==> config.mk <==
export PLATFORM = sky130hd
export DESIGN_NAME = vsw_window
export DESIGN_NICKNAME = d
export VERILOG_FILES = /design/src/hdl/vsw_pkg.sv /design/src/hdl/vsw_cfg_if.sv /design/src/hdl/vsw_decode.sv /design/src/hdl/vsw_xlate.sv /design/src/hdl/vsw_window.sv
export SDC_FILE = /design/constraint.sdc
export NUM_CORES = 1
export LEC_CHECK = 0
export BUFFER_PORTS_ARGS = -buffer_cell sky130_fd_sc_hd__buf_2
export CAP_MARGIN = 25
export CORE_MARGIN = 2
export CORE_UTILIZATION = 46
export CTS_BUF_LIST = sky130_fd_sc_hd__clkbuf_8 sky130_fd_sc_hd__clkbuf_16
export DETAILED_ROUTE_END_ITERATION = 16
export PLACE_DENSITY_LB_ADDON = 0.08
export SLEW_MARGIN = 20
export SYNTH_ARGS = -nofsm -noshare
export SYNTH_HDL_FRONTEND = slang
export SYNTH_SLANG_ARGS = --single-unit
==> constraint.sdc <==
create_clock -name sys_clk -period 2.59 [get_ports sys_clk]
set_clock_uncertainty 0.2 [all_clocks]
set_input_delay 0 -clock sys_clk [delete_from_list [all_inputs] [get_ports sys_clk]]
set_output_delay 0 -clock sys_clk [all_outputs]
set_load 0.01 [all_outputs]
==> src/hdl/vsw_pkg.sv <==
// Constants and types shared by the inbound VMEbus slave window
package vsw_pkg;

   // ------------------------------------------------------------
   // Register byte offsets
   // ------------------------------------------------------------
   localparam logic [11:0] VSW_CTL_OFS = 12'hFCC;
   localparam logic [11:0] VSW_BASE_OFS = 12'hFD0;
   localparam logic [11:0] VSW_BOUND_OFS = 12'hFD4;
   localparam logic [11:0] VSW_XOFS_OFS = 12'hFD8;
   localparam logic [11:0] VSW_STAT_OFS = 12'hFDC;

   // ------------------------------------------------------------
   // Control register fields and resets
   // ------------------------------------------------------------
   localparam int VSW_EN_BIT = 31;
   localparam int VSW_POST_BIT = 30;
   localparam int VSW_PREF_BIT = 29;
   localparam int VSW_PROG_LSB = 22;
   localparam int VSW_PRIV_LSB = 20;
   localparam int VSW_VSP_LSB = 16;
   localparam int VSW_WIDE_BIT = 7;
   localparam int VSW_LOCK_BIT = 6;
   localparam int VSW_PSP_LSB = 0;
   localparam int VSW_HALF_LSB = 16;
   localparam int VSW_CNT_LSB = 8;
   localparam logic [31:0] VSW_CTL_WMASK = 32'hE0F700C3;
   localparam logic [31:0] VSW_CTL_RESET = 32'h00F00000;
   localparam logic [15:0] VSW_HALF_RESET = 16'h0000;

   // ------------------------------------------------------------
   // Space and qualifier encodings
   // ------------------------------------------------------------
   localparam logic [2:0] VSW_SP_A24 = 3'h1;
   localparam logic [2:0] VSW_SP_A32 = 3'h2;
   localparam logic [2:0] VSW_SP_USR1 = 3'h6;
   localparam logic [2:0] VSW_SP_USR2 = 3'h7;
   localparam logic [2:0] VSW_SP_NONE = 3'h0;
   localparam logic [1:0] VSW_PCI_MEM = 2'h0;
   localparam logic [1:0] VSW_PCI_IO = 2'h1;
   localparam logic [1:0] VSW_PCI_CFG = 2'h2;
   localparam logic [2:0] VSW_AM_A24_HI = 3'h7;
   localparam logic [2:0] VSW_AM_A32_HI = 3'h1;
   localparam logic [1:0] VSW_AM_USER_HI = 2'h1;
   localparam logic [1:0] VSW_AM_PROG_LO = 2'h2;
   localparam int VSW_AM_SUP_BIT = 2;
   localparam int VSW_AM_USR2_BIT = 3;

   typedef enum logic [1:0] {VSW_IDLE, VSW_ISSUE, VSW_REPLY} vsw_state_t;

endpackage : vsw_pkg

==> src/hdl/vsw_cfg_if.sv <==
// Window settings carried from the register file to decode and translation
`timescale 1ns/1ns
`default_nettype none
interface vsw_cfg_if;
   logic enable;
   logic [1:0] progSel;
   logic [1:0] privSel;
   logic [2:0] spaceSel;
   logic [15:0] base;
   logic [15:0] bound;
   logic [15:0] offset;

   modport src (output enable, progSel, privSel, spaceSel, base, bound, offset);
   modport sink (input enable, progSel, privSel, spaceSel, base, bound, offset);
endinterface : vsw_cfg_if
`default_nettype wire

==> src/hdl/vsw_decode.sv <==
// Address-space, modifier and range match of one inbound cycle
`timescale 1ns/1ns
`default_nettype none
module vsw_decode (
   // Settings
   vsw_cfg_if.sink cfg,
   // Inbound cycle
   input wire logic [31:0] addr,
   input wire logic [5:0] am,
   // Result
   output logic hit
);
   import vsw_pkg::*;

   // ------------------------------------------------------------
   // Modifier to space
   // ------------------------------------------------------------
   function automatic logic [2:0] amSpace(input logic [5:0] m);
      if (m[5:3] == VSW_AM_A24_HI) return VSW_SP_A24;
      if (m[5:3] == VSW_AM_A32_HI) return VSW_SP_A32;
      if (m[5:4] == VSW_AM_USER_HI) return m[VSW_AM_USR2_BIT] ? VSW_SP_USR2 : VSW_SP_USR1;
      return VSW_SP_NONE;
   endfunction : amSpace

   logic spaceOk;
   logic progOk;
   logic privOk;
   logic aboveBase;
   logic belowBound;

   always_comb begin
      spaceOk = (amSpace(am) == cfg.spaceSel) && (cfg.spaceSel != VSW_SP_NONE);
      // program/data qualifier; code 00 accepts nothing
      progOk = cfg.progSel[am[1:0] == VSW_AM_PROG_LO];
      privOk = cfg.privSel[am[VSW_AM_SUP_BIT]];
      // base is the lowest address decoded
      aboveBase = addr[31:16] >= cfg.base;
      belowBound = (cfg.bound == VSW_HALF_RESET) || (addr[31:16] < cfg.bound);
      hit = cfg.enable && spaceOk && progOk && privOk && aboveBase && belowBound;
   end

endmodule : vsw_decode
`default_nettype wire

==> src/hdl/vsw_xlate.sv <==
// Translation of a decoded address into the PCI destination address
`timescale 1ns/1ns
`default_nettype none
module vsw_xlate (
   // Settings
   vsw_cfg_if.sink cfg,
   // Addresses
   input wire logic [31:0] srcAddr,
   output logic [31:0] dstAddr
);
   import vsw_pkg::*;

   // Same-width add wraps by itself; no carry is kept
   function automatic logic [15:0] addHalf(input logic [15:0] a, input logic [15:0] b);
      return a + b;
   endfunction : addHalf

   // low half passes, upper half wraps
   assign dstAddr = {addHalf(srcAddr[31:16], cfg.offset), srcAddr[15:0]};

endmodule : vsw_xlate
`default_nettype wire

==> src/hdl/vsw_window.sv <==
// Inbound VMEbus slave window: registers, decode and PCI forwarding
// ------------------------------------------------------------
// What this block does
// - Window claims cycles only while enabled
// - Posting enable completes writes before PCI
// - Prefetch enable marks reads for prefetch
// - Program/data selector qualifies address modifier
// - Privilege selector qualifies address modifier
// - Space selector picks A24, A32, user spaces
// - Wide enable allows 64-bit PCI transactions
// - Lock enable holds PCI lock through RMW
// - PCI space selector: memory, I/O, configuration
// - No response without PCI bus-master enable
// - Posting, prefetch ignored outside memory space
// - Only memory-space cycles are decoupled
// - Base is lowest decoded address
// - Decode base up to below bound
// - Zero bound means no upper limit
// - Destination is address plus offset
// ------------------------------------------------------------
`timescale 1ns/1ns
`default_nettype none
module vsw_window #(
   parameter int CNT_W = 8
) (
   // Clock, reset, enable
   input wire logic sys_clk,
   input wire logic rst_b,
   input wire logic ce,
   // AHB-Lite register slave
   input wire logic hsel,
   input wire logic [31:0] haddr,
   input wire logic [1:0] htrans,
   input wire logic hwrite,
   input wire logic [2:0] hsize,
   input wire logic [31:0] hwdata,
   input wire logic hready,
   output logic [31:0] hrdata,
   output logic hreadyout,
   output logic hresp,
   // System control
   input wire logic vmeBusReset,
   input wire logic busMasterEnable,
   // Inbound VMEbus cycle
   input wire logic vmeReq,
   input wire logic [31:0] vmeAddr,
   input wire logic [5:0] vmeAm,
   input wire logic vmeWrite,
   input wire logic vmeRmw,
   input wire logic [31:0] vmeWdata,
   output logic vmeClaim,
   output logic vmeAck,
   output logic [31:0] vmeRdata,
   // PCI master request
   output logic pciReq,
   output logic [31:0] pciAddr,
   output logic [1:0] pciSpace,
   output logic pciWrite,
   output logic [31:0] pciWdata,
   output logic pciWide,
   output logic pciLock,
   output logic pciPrefetch,
   output logic pciPosted,
   input wire logic pciDone,
   input wire logic [31:0] pciRdata
);
   import vsw_pkg::*;

   if (CNT_W < 1 || CNT_W > 8) begin : gCntCheck
      $error("CNT_W must be 1 to 8");
   end

   // ------------------------------------------------------------
   // Register state
   // ------------------------------------------------------------
   logic [31:0] ctl_r;
   logic [31:0] ctl_nxt;
   logic [15:0] base_r;
   logic [15:0] base_nxt;
   logic [15:0] bound_r;
   logic [15:0] bound_nxt;
   logic [15:0] xofs_r;
   logic [15:0] xofs_nxt;
   logic wrPend_r;
   logic wrPend_nxt;
   logic [11:0] wrAddr_r;
   logic [11:0] wrAddr_nxt;
   logic [31:0] rdData_r;
   logic [31:0] rdData_nxt;
   logic addrPhase;

   // ------------------------------------------------------------
   // Cycle state
   // ------------------------------------------------------------
   vsw_state_t state_r;
   vsw_state_t state_nxt;
   logic [31:0] addr_r;
   logic [31:0] addr_nxt;
   logic [1:0] space_r;
   logic [1:0] space_nxt;
   logic write_r;
   logic write_nxt;
   logic [31:0] wdata_r;
   logic [31:0] wdata_nxt;
   logic [31:0] vrd_r;
   logic [31:0] vrd_nxt;
   logic wide_r;
   logic wide_nxt;
   logic lock_r;
   logic lock_nxt;
   logic pref_r;
   logic pref_nxt;
   logic posted_r;
   logic posted_nxt;
   logic [CNT_W-1:0] cnt_r;
   logic [CNT_W-1:0] cnt_nxt;
   logic hit;
   logic [31:0] xAddr;
   logic memSpace;

   // ------------------------------------------------------------
   // Settings to decode and translation
   // ------------------------------------------------------------
   vsw_cfg_if cfg ();

   assign cfg.enable = ctl_r[VSW_EN_BIT];
   assign cfg.progSel = ctl_r[VSW_PROG_LSB +: 2];
   assign cfg.privSel = ctl_r[VSW_PRIV_LSB +: 2];
   assign cfg.spaceSel = ctl_r[VSW_VSP_LSB +: 3];
   assign cfg.base = base_r;
   assign cfg.bound = bound_r;
   assign cfg.offset = xofs_r;

   vsw_decode uDecode (
      .cfg (cfg.sink),
      .addr (vmeAddr),
      .am (vmeAm),
      .hit (hit)
   );

   vsw_xlate uXlate (
      .cfg (cfg.sink),
      .srcAddr (vmeAddr),
      .dstAddr (xAddr)
   );

   // ------------------------------------------------------------
   // Read mux
   // ------------------------------------------------------------
   // Reads see the value being written this cycle, so a read right
   // after a write never returns stale data
   function automatic logic [31:0] readMux(
      input logic [11:0] a,
      input logic [31:0] c,
      input logic [15:0] b,
      input logic [15:0] d,
      input logic [15:0] o,
      input logic [31:0] s
   );
      unique case (a)
         VSW_CTL_OFS: return c;
         VSW_BASE_OFS: return {b, VSW_HALF_RESET};
         VSW_BOUND_OFS: return {d, VSW_HALF_RESET};
         VSW_XOFS_OFS: return {o, VSW_HALF_RESET};
         VSW_STAT_OFS: return s;
         default: return 32'h00000000;
      endcase
   endfunction : readMux

   function automatic logic [31:0] statusWord(
      input vsw_state_t st,
      input logic lk,
      input logic ps,
      input logic [CNT_W-1:0] n
   );
      logic [31:0] w;
      w = 32'h00000000;
      w[0] = (st != VSW_IDLE);
      w[1] = lk;
      w[2] = ps;
      w[VSW_CNT_LSB +: CNT_W] = n;
      return w;
   endfunction : statusWord

   // ------------------------------------------------------------
   // AHB-Lite slave and registers
   // ------------------------------------------------------------
   // Zero wait states; a frozen block holds the bus off
   assign hreadyout = ce;
   assign hresp = 1'b0;
   assign hrdata = rdData_r;
   assign addrPhase = hsel && htrans[1] && hready;

   always_comb begin
      ctl_nxt = ctl_r;
      base_nxt = base_r;
      bound_nxt = bound_r;
      xofs_nxt = xofs_r;
      wrPend_nxt = addrPhase && hwrite;
      wrAddr_nxt = haddr[11:0];
      rdData_nxt = rdData_r;
      if (wrPend_r) begin
         unique case (wrAddr_r)
            VSW_CTL_OFS: ctl_nxt = hwdata & VSW_CTL_WMASK;
            VSW_BASE_OFS: base_nxt = hwdata[VSW_HALF_LSB +: 16];
            VSW_BOUND_OFS: bound_nxt = hwdata[VSW_HALF_LSB +: 16];
            VSW_XOFS_OFS: xofs_nxt = hwdata[VSW_HALF_LSB +: 16];
            default: ;
         endcase
      end
      if (addrPhase && !hwrite) begin
         rdData_nxt = readMux(haddr[11:0], ctl_nxt, base_nxt, bound_nxt, xofs_nxt,
            statusWord(state_r, lock_r, posted_r, cnt_r));
      end
      // All settings return to reset on a VMEbus reset
      if (vmeBusReset) begin
         ctl_nxt = VSW_CTL_RESET;
         base_nxt = VSW_HALF_RESET;
         bound_nxt = VSW_HALF_RESET;
         xofs_nxt = VSW_HALF_RESET;
      end
   end

   always_ff @(posedge sys_clk) begin
      if (!rst_b) begin
         ctl_r <= VSW_CTL_RESET;
         base_r <= VSW_HALF_RESET;
         bound_r <= VSW_HALF_RESET;
         xofs_r <= VSW_HALF_RESET;
         wrPend_r <= 1'b0;
         wrAddr_r <= 12'h000;
         rdData_r <= 32'h00000000;
      end else if (ce) begin
         ctl_r <= ctl_nxt;
         base_r <= base_nxt;
         bound_r <= bound_nxt;
         xofs_r <= xofs_nxt;
         wrPend_r <= wrPend_nxt;
         wrAddr_r <= wrAddr_nxt;
         rdData_r <= rdData_nxt;
      end
   end

   // ------------------------------------------------------------
   // Inbound cycle sequencer
   // ------------------------------------------------------------
   // target space taken from the control register
   assign memSpace = ctl_r[VSW_PSP_LSB +: 2] == VSW_PCI_MEM;
   assign vmeClaim = (state_r == VSW_IDLE) && vmeReq && hit && busMasterEnable && ce;
   assign vmeAck = (state_r == VSW_REPLY) && ce;
   assign pciReq = (state_r == VSW_ISSUE) && ce;
   assign pciAddr = addr_r;
   assign pciSpace = space_r;
   assign pciWrite = write_r;
   assign pciWdata = wdata_r;
   assign pciWide = wide_r;
   assign pciLock = lock_r;
   assign pciPrefetch = pref_r;
   assign pciPosted = posted_r;
   assign vmeRdata = vrd_r;

   always_comb begin
      state_nxt = state_r;
      addr_nxt = addr_r;
      space_nxt = space_r;
      write_nxt = write_r;
      wdata_nxt = wdata_r;
      vrd_nxt = vrd_r;
      wide_nxt = wide_r;
      lock_nxt = lock_r;
      pref_nxt = pref_r;
      posted_nxt = posted_r;
      cnt_nxt = cnt_r;
      unique case (state_r)
         VSW_IDLE: begin
            // lock ends with the read-modify-write sequence
            if (!vmeRmw) lock_nxt = 1'b0;
            if (vmeClaim) begin
               addr_nxt = xAddr;
               space_nxt = ctl_r[VSW_PSP_LSB +: 2];
               write_nxt = vmeWrite;
               wdata_nxt = vmeWdata;
               wide_nxt = ctl_r[VSW_WIDE_BIT];
               lock_nxt = (vmeRmw && ctl_r[VSW_LOCK_BIT]) || (lock_r && vmeRmw);
               pref_nxt = !vmeWrite && ctl_r[VSW_PREF_BIT] && memSpace;
               posted_nxt = vmeWrite && ctl_r[VSW_POST_BIT] && memSpace;
               cnt_nxt = cnt_r + 1'b1;
               state_nxt = (vmeWrite && ctl_r[VSW_POST_BIT] && memSpace) ? VSW_REPLY : VSW_ISSUE;
            end
         end
         VSW_ISSUE: begin
            if (pciDone) begin
               if (!write_r) vrd_nxt = pciRdata;
               // coupled cycles answer only after PCI ends
               state_nxt = posted_r ? VSW_IDLE : VSW_REPLY;
            end
         end
         VSW_REPLY: begin
            state_nxt = posted_r ? VSW_ISSUE : VSW_IDLE;
         end
      endcase
   end

   always_ff @(posedge sys_clk) begin
      if (!rst_b) begin
         state_r <= VSW_IDLE;
         addr_r <= 32'h00000000;
         space_r <= VSW_PCI_MEM;
         write_r <= 1'b0;
         wdata_r <= 32'h00000000;
         vrd_r <= 32'h00000000;
         wide_r <= 1'b0;
         lock_r <= 1'b0;
         pref_r <= 1'b0;
         posted_r <= 1'b0;
         cnt_r <= '0;
      end else if (ce) begin
         state_r <= state_nxt;
         addr_r <= addr_nxt;
         space_r <= space_nxt;
         write_r <= write_nxt;
         wdata_r <= wdata_nxt;
         vrd_r <= vrd_nxt;
         wide_r <= wide_nxt;
         lock_r <= lock_nxt;
         pref_r <= pref_nxt;
         posted_r <= posted_nxt;
         cnt_r <= cnt_nxt;
      end
   end

endmodule : vsw_window
`default_nettype wire

Word-level counts from Yosys, hierarchy flattened
Cells that the tools add are included.

word-level totals
  flip-flop bits (word level) = 238
  latch bits = 0
  RAM bits = 0
  ROM bits = 0
  input port bits = 183
  word-level logic and storage cells = 118
  memories kept = 0

operators by class
  add/subtract/negate cells = 2
  multipliers = 0
  divide/modulo/power cells = 0
  $lt $le $gt $ge = 4
  eq/ne operators = 19
  shifts and indexed selects = 0
  multiplexer cells = 38
  bitwise operators = 1
  reduce and logical (&&, ||, !) cells = 36

operators by type and width
  operator                                                                      number
  32-bit case mux with 5 select lines                                           1
  16-bit two-way mux                                                            9
  12-bit == test, second input constant                                         9
  32-bit two-way mux                                                            3
  1-bit logical AND                                                             22
  3-bit two-way mux                                                             6
  16-bit adder                                                                  1
  16-bit >= comparator                                                          1
  16-bit zero test                                                              1
  16-bit less-than comparator                                                   1
  1-bit two-way mux                                                             14
  3-bit AND reduction                                                           3
  8-bit by 1-bit adder with 8-bit output, second input constant                 1
  2-bit two-way mux                                                             4
  2-bit case mux with 3 select lines                                            1
  2-bit by 1-bit == test with 1-bit output, second input constant               2
  2-bit == test, second input constant                                          2
  2-bit zero test                                                               2
  1-bit by 2-bit less-than comparator with 1-bit output, second input constant  2
  2-bit inequality test, second input constant                                  2
  4-bit AND reduction                                                           1
  3-bit by 1-bit == test with 1-bit output, second input constant               1
  3-bit == test                                                                 1
  3-bit == test, second input constant                                          1
  7 further kinds                                                               9

Longest topological paths before layout
  word-level depth = 20
  gate-level depth with buffers = 12

Hierarchy
Synthesis repeated with hierarchy kept, for this count alone.

second synthesis, totals
  cells, all modules = 1398
  area, all modules = 11959.0 µm²

by module, submodules not included
  module      instances  cells each  area an instance (µm²)  seq. area each (µm²)
  vsw_window  1          1151        10090.9                 4764.6
  vsw_decode  1          127         938.4                   0.0
  vsw_xlate   1          120         929.6                   0.0

Worst setup path before layout
OpenSTA, ideal clock, no wires.

  path type = register to register
  start = register wrAddr_r[0]
  end = register rdData_r[30] (netlist: hrdata[30])
  library setup time = 0.126 ns
  arrival time = 2.341 ns
  data required time = 2.264 ns
  setup slack = -0.077 ns
  stages on the path, launching flop included = 10
  buffers on the path = 2
  period minus slack after synthesis = 2.667 ns
  cell sequence = dfxtp_1 -> or4b_1 -> or4_4 -> nor3b_1 -> buf_4 -> buf_6 -> mux2i_1 -> nor2_1 -> nor3_1 -> o21ai_1

between the ends
  longest elaborated chain between the ends = 4
  elaborated cells between the ends (all ways) = 13
  classes of those cells = eq/ne (4); mux (9)

RTL lines
  what                                                             RTL line           source
  start: declaration                                               vsw_window.sv:86   logic [11:0] wrAddr_r;
  start signal: assignment                                         vsw_window.sv:239  wrAddr_r <= wrAddr_nxt;
  12-bit == test                                                   vsw_window.sv:203  unique case (wrAddr_r)
  16-bit two-way mux / 32-bit two-way mux (equally long branches)  vsw_window.sv:203
  16-bit two-way mux / 32-bit two-way mux (equally long branches)  vsw_window.sv:202  if (wrPend_r) begin
  32-bit case mux with 5 select lines *                            vsw_window.sv:160  unique case (a)
  end signal: assignment                                           vsw_window.sv:240  rdData_r <= rdData_nxt;
  end: declaration                                                 vsw_window.sv:88   logic [31:0] rdData_r;

Every way passes the cells marked *; elsewhere a longest branch is shown, timed or not.
A chain may end at the register's enable or synchronous reset.

Worst setup path in the final report
  start = register wrAddr_r[0]
  end = register rdData_r[28] (netlist: hrdata[28])

Same word-level chain as after synthesis.

==> metrics.md <==
| Metric | Value |
|---|---|
| Final Wtd Congestion | `0.889` |
| Worst endpoint data arrival time | `3040 ps` |
| Mapped cell area | `0.0115 mm²` |
| Die area | `0.0264 mm²` |
| RSZ-0062 raised after global routing | `yes` |
| Clock latency at the later pin of the worst-skew pair | `550 ps` |
| Status | `complete, but fails checks` |
| Dpl cells | `2027` |
| Final worst path period share | `109%` |
| Synth Warn # | `0` |
| Register area share after synthesis | `41.3%` |
| Final #Nets | `around 2200` |
| Mapped Cells | `approximately 1400` |
| Delay-heaviest family, CP | `simple AND/OR/NAND/NOR gates` |
| Top-level port count | `323` |
| CP Data Required Time | `2800 ps` |
| Ys async rst share | `0%` |
| Routed vias | `12900` |
| Vias per cell | `5.67` |
| Grt ovf | `0` |
| Hold Crit Class | `primary input to register` |
| Residual DRC | `0` |
| Wire per inst | `~20 µm` |
| First-pass GRT wire length | `66300 µm` |
| Final Non-Filler Cells | `2280` |
| Hpwl dp | `28000 µm` |
| Total CTS buffers | `28` |
| Starting Density | `47.1%` |
| Post-synth top area share | `roughly 41%` |
| Critical path cell sequence | `or4b_4 > or4_4 > nor3b_4 > buf_12 > mux2i_1 > nor2_1 > a2111oi_1 > o21ai_0` |
| Number of max-cap violations | `0` |
| Yosys cell types | `68` |
| Syn avg cell area | `~8 µm²` |
| Layout Cell Area excl Fill | `0.0179 mm²` |
| Port Buffers | `approximately 290` |
| Crit-path max FO | `18` |
| TritonCTS Sinks | `238` |
| Slew headroom | `51.1%` |
| Max Slew Vio Count | `0` |
| Final hold viol count | `0` |
| Die Ht | `162 µm` |
| Largest net degree at the start of global routing | `91` |
| Leading area contributor after synthesis | `dfxtp_1` |
| Setup CP Type | `register to register` |
| Leakage | `roughly 7 nW` |
| CTS root buf | `clkbuf_16` |
| CTS tree | `done` |
| Die width | `162 µm` |
| F_max | `353 MHz` |
| Core Box Area | `0.0245 mm²` |
| Routed Antenna Nets | `0` |
| Slowest stage cell, crit path | `or4b_4` |
| Post-synth EDFFs | `0` |
| DRT Pass-1 Iters | `6` |
| Final setup vio count | `64` |
| Drt initial violations | `about 1000` |
| Final wirelength | `around 45000 µm` |
| P per Cell Area | `462 mW/mm²` |
| Setup TNS | `-7120 ps` |
| Filler cell count | `1813` |
| Area delta synth->final | `55.0%` |
| Reg clk slew, reported paths | `approximately 60 ps` |
| Register bit total from synthesis | `238` |
| Failing checks | `negative setup slack` |
| Std cell rows | `57` |
| Hold_ws | `4.48 ps` |
| Worst-margin pin slew | `734 ps` |
| Htree depth | `1` |
| Clock Tree Buf Depth | `3` |
| Crit path launch type | `register` |
| Max rail drop VDD | `0.510 mV` |
| Ranking of synthesized cells by area | `dfxtp_1 (41%), a21oi_1 (6.9%), mux2i_1 (5.6%)` |
| Max incr delay on CP | `between 500 and 600 ps` |
| Syn Nets | `around 1700` |
| Setup slack after layout | `-240 ps` |
| Vias in the first global route | `12400` |
| Dpl ws | `-350 ps` |
| Final worst path period need | `roughly 2800 ps` |
| Share of cells above drive strength 1 | `approximately a third` |
| Antenna violations before repair | `1` |
| GRT Util Overall | `between 30% and 40%` |
| WP buf/inv | `1` |
| Main flop type after synthesis | `dfxtp_1` |
| Post-layout util | `73.1%` |
| Total power | `8.26 mW` |
| Placed cell areas | `0.0140 mm²` |
| CP Capture Type | `register` |
-- synth_stat cells, types with 4 or more instances --
library cell / number
a2111oi_0: 6
a211o_1: 4
a211oi_1: 7
a21o_1: 8
a21oi_1: 159
a22oi_1: 10
a32oi_1: 46
and2_1: 10
and3_1: 21
and4_1: 4
buf_2: 9
buf_4: 7
clkbuf_1: 89
dfxtp_1: 238
ha_1: 50
inv_1: 48
mux2i_1: 64
nand2_1: 152
nand2b_1: 10
nand3_1: 81
nand3b_1: 4
nand4_1: 13
nor2_1: 130
nor2b_1: 13
nor3_1: 22
nor4_1: 8
o211ai_1: 5
o21a_1: 4
o21ai_0: 100
o21ai_1: 14
o22ai_1: 14
or3_1: 7
xnor2_1: 4
-- cell families (layout without fill, tap and decap cells) --
kind of cell	Yosys count	count (layout)	synth area share [%]
DFF	238	238	41.3
muxes	65	65	5.65
other	1	2	0.0325
xor gates and xnor gates	7	7	0.532
adders and majority gates	51	51	5.60
AOI/OAI and AO/OA	403	403	21.2
buffers and inverters	158	697	5.66
and+or+nand+nor	493	493	20.0
-- cells in the final DEF (no fill, tap or decap), types with 21 or more instances in the layout --
cell	synthesis	routed
nand3_1	81	63
o21ai_1	14	49
dfxtp_1	238	217
mux2i_1	64	54
buf_12	0	21
buf_4	7	108
a21oi_1	159	136
clkbuf_16	0	34
nand2_1	152	149
inv_1	48	49
a21oi_2	0	22
o21ai_0	100	59
a32oi_1	46	40
ha_1	50	40
dlygate4sd3_1	0	166
nor2_1	130	126
buf_2	9	284
-- area by class of cell --
cell class	count	area (µm²)	area share [%]
antenna	1	2.50	0.0140
clock buffer	33	769	4.30
clock inverter	15	113	0.630
inverter	49	189	1.06
multi-input combinational	1020	6920	38.7
sequential	238	4790	26.8
tap	324	405	2.27
timing repair buffer	600	4680	26.2
-- power breakdown --
group          leakage, nW  internal [mW]  total [mW]  switching (mW)
clock network        0.461           2.20        3.80            1.60
logic                 4.72          0.364       0.782           0.418
registers             1.93           3.67        3.68         0.00957
total                 7.11           6.24        8.26            2.02
-- tightest hold or removal path: stages --
cell and delay [ps]:
buf_2 120, ha_1 230, o21ai_0 90, or4b_4 210
a21oi_2 40
-- worst paths after layout --
check	start	end	slack [ps]	cells past startpoint
setup reg to reg	wrAddr_r[0]	hrdata[28]	-240	8
setup / recovery	wrAddr_r[0]	hrdata[28]	-240	8
hold / removal	vmeAddr[27]	pciAddr[27]	4	5
hold reg to reg	hrdata[24]	hrdata[24]	250	2
-- repair_timing --
action | in CTS | in global routing
endpoints found under the hold margin | 236 | 0
setup buffers | 11 | 18
hold buffers | 166 | 0
gates cloned | 3 | 7
resized for setup | 39 | 203
setup endpoints to repair | 113 | 185
pin swaps | 9 | 76
-- sequential cells by signal, indices dropped and copies added (netlist names), 2 cells and up --
signal	count
wrAddr_r	12
pciAddr	32
cfg.offset	16
ctl_r	32
bound_r	16
vmeRdata	32
pciWdata	32
state_r	2
cnt_r	8
pciSpace	2
base_r	16
hrdata	32
-- layer usage --
metal | up-vias | share of wire, % | GRT usage (%)
met5 | - | 0 | 0
met4 | 0 | 4.2 | 12.3
met3 | 141 | 8.7 | 6.26
met2 | 639 | 45 | 49.1
met1 | 6038 | 42 | 42.5
li1 | 6113 | - | -
Power figures use the tool's default switching activity.
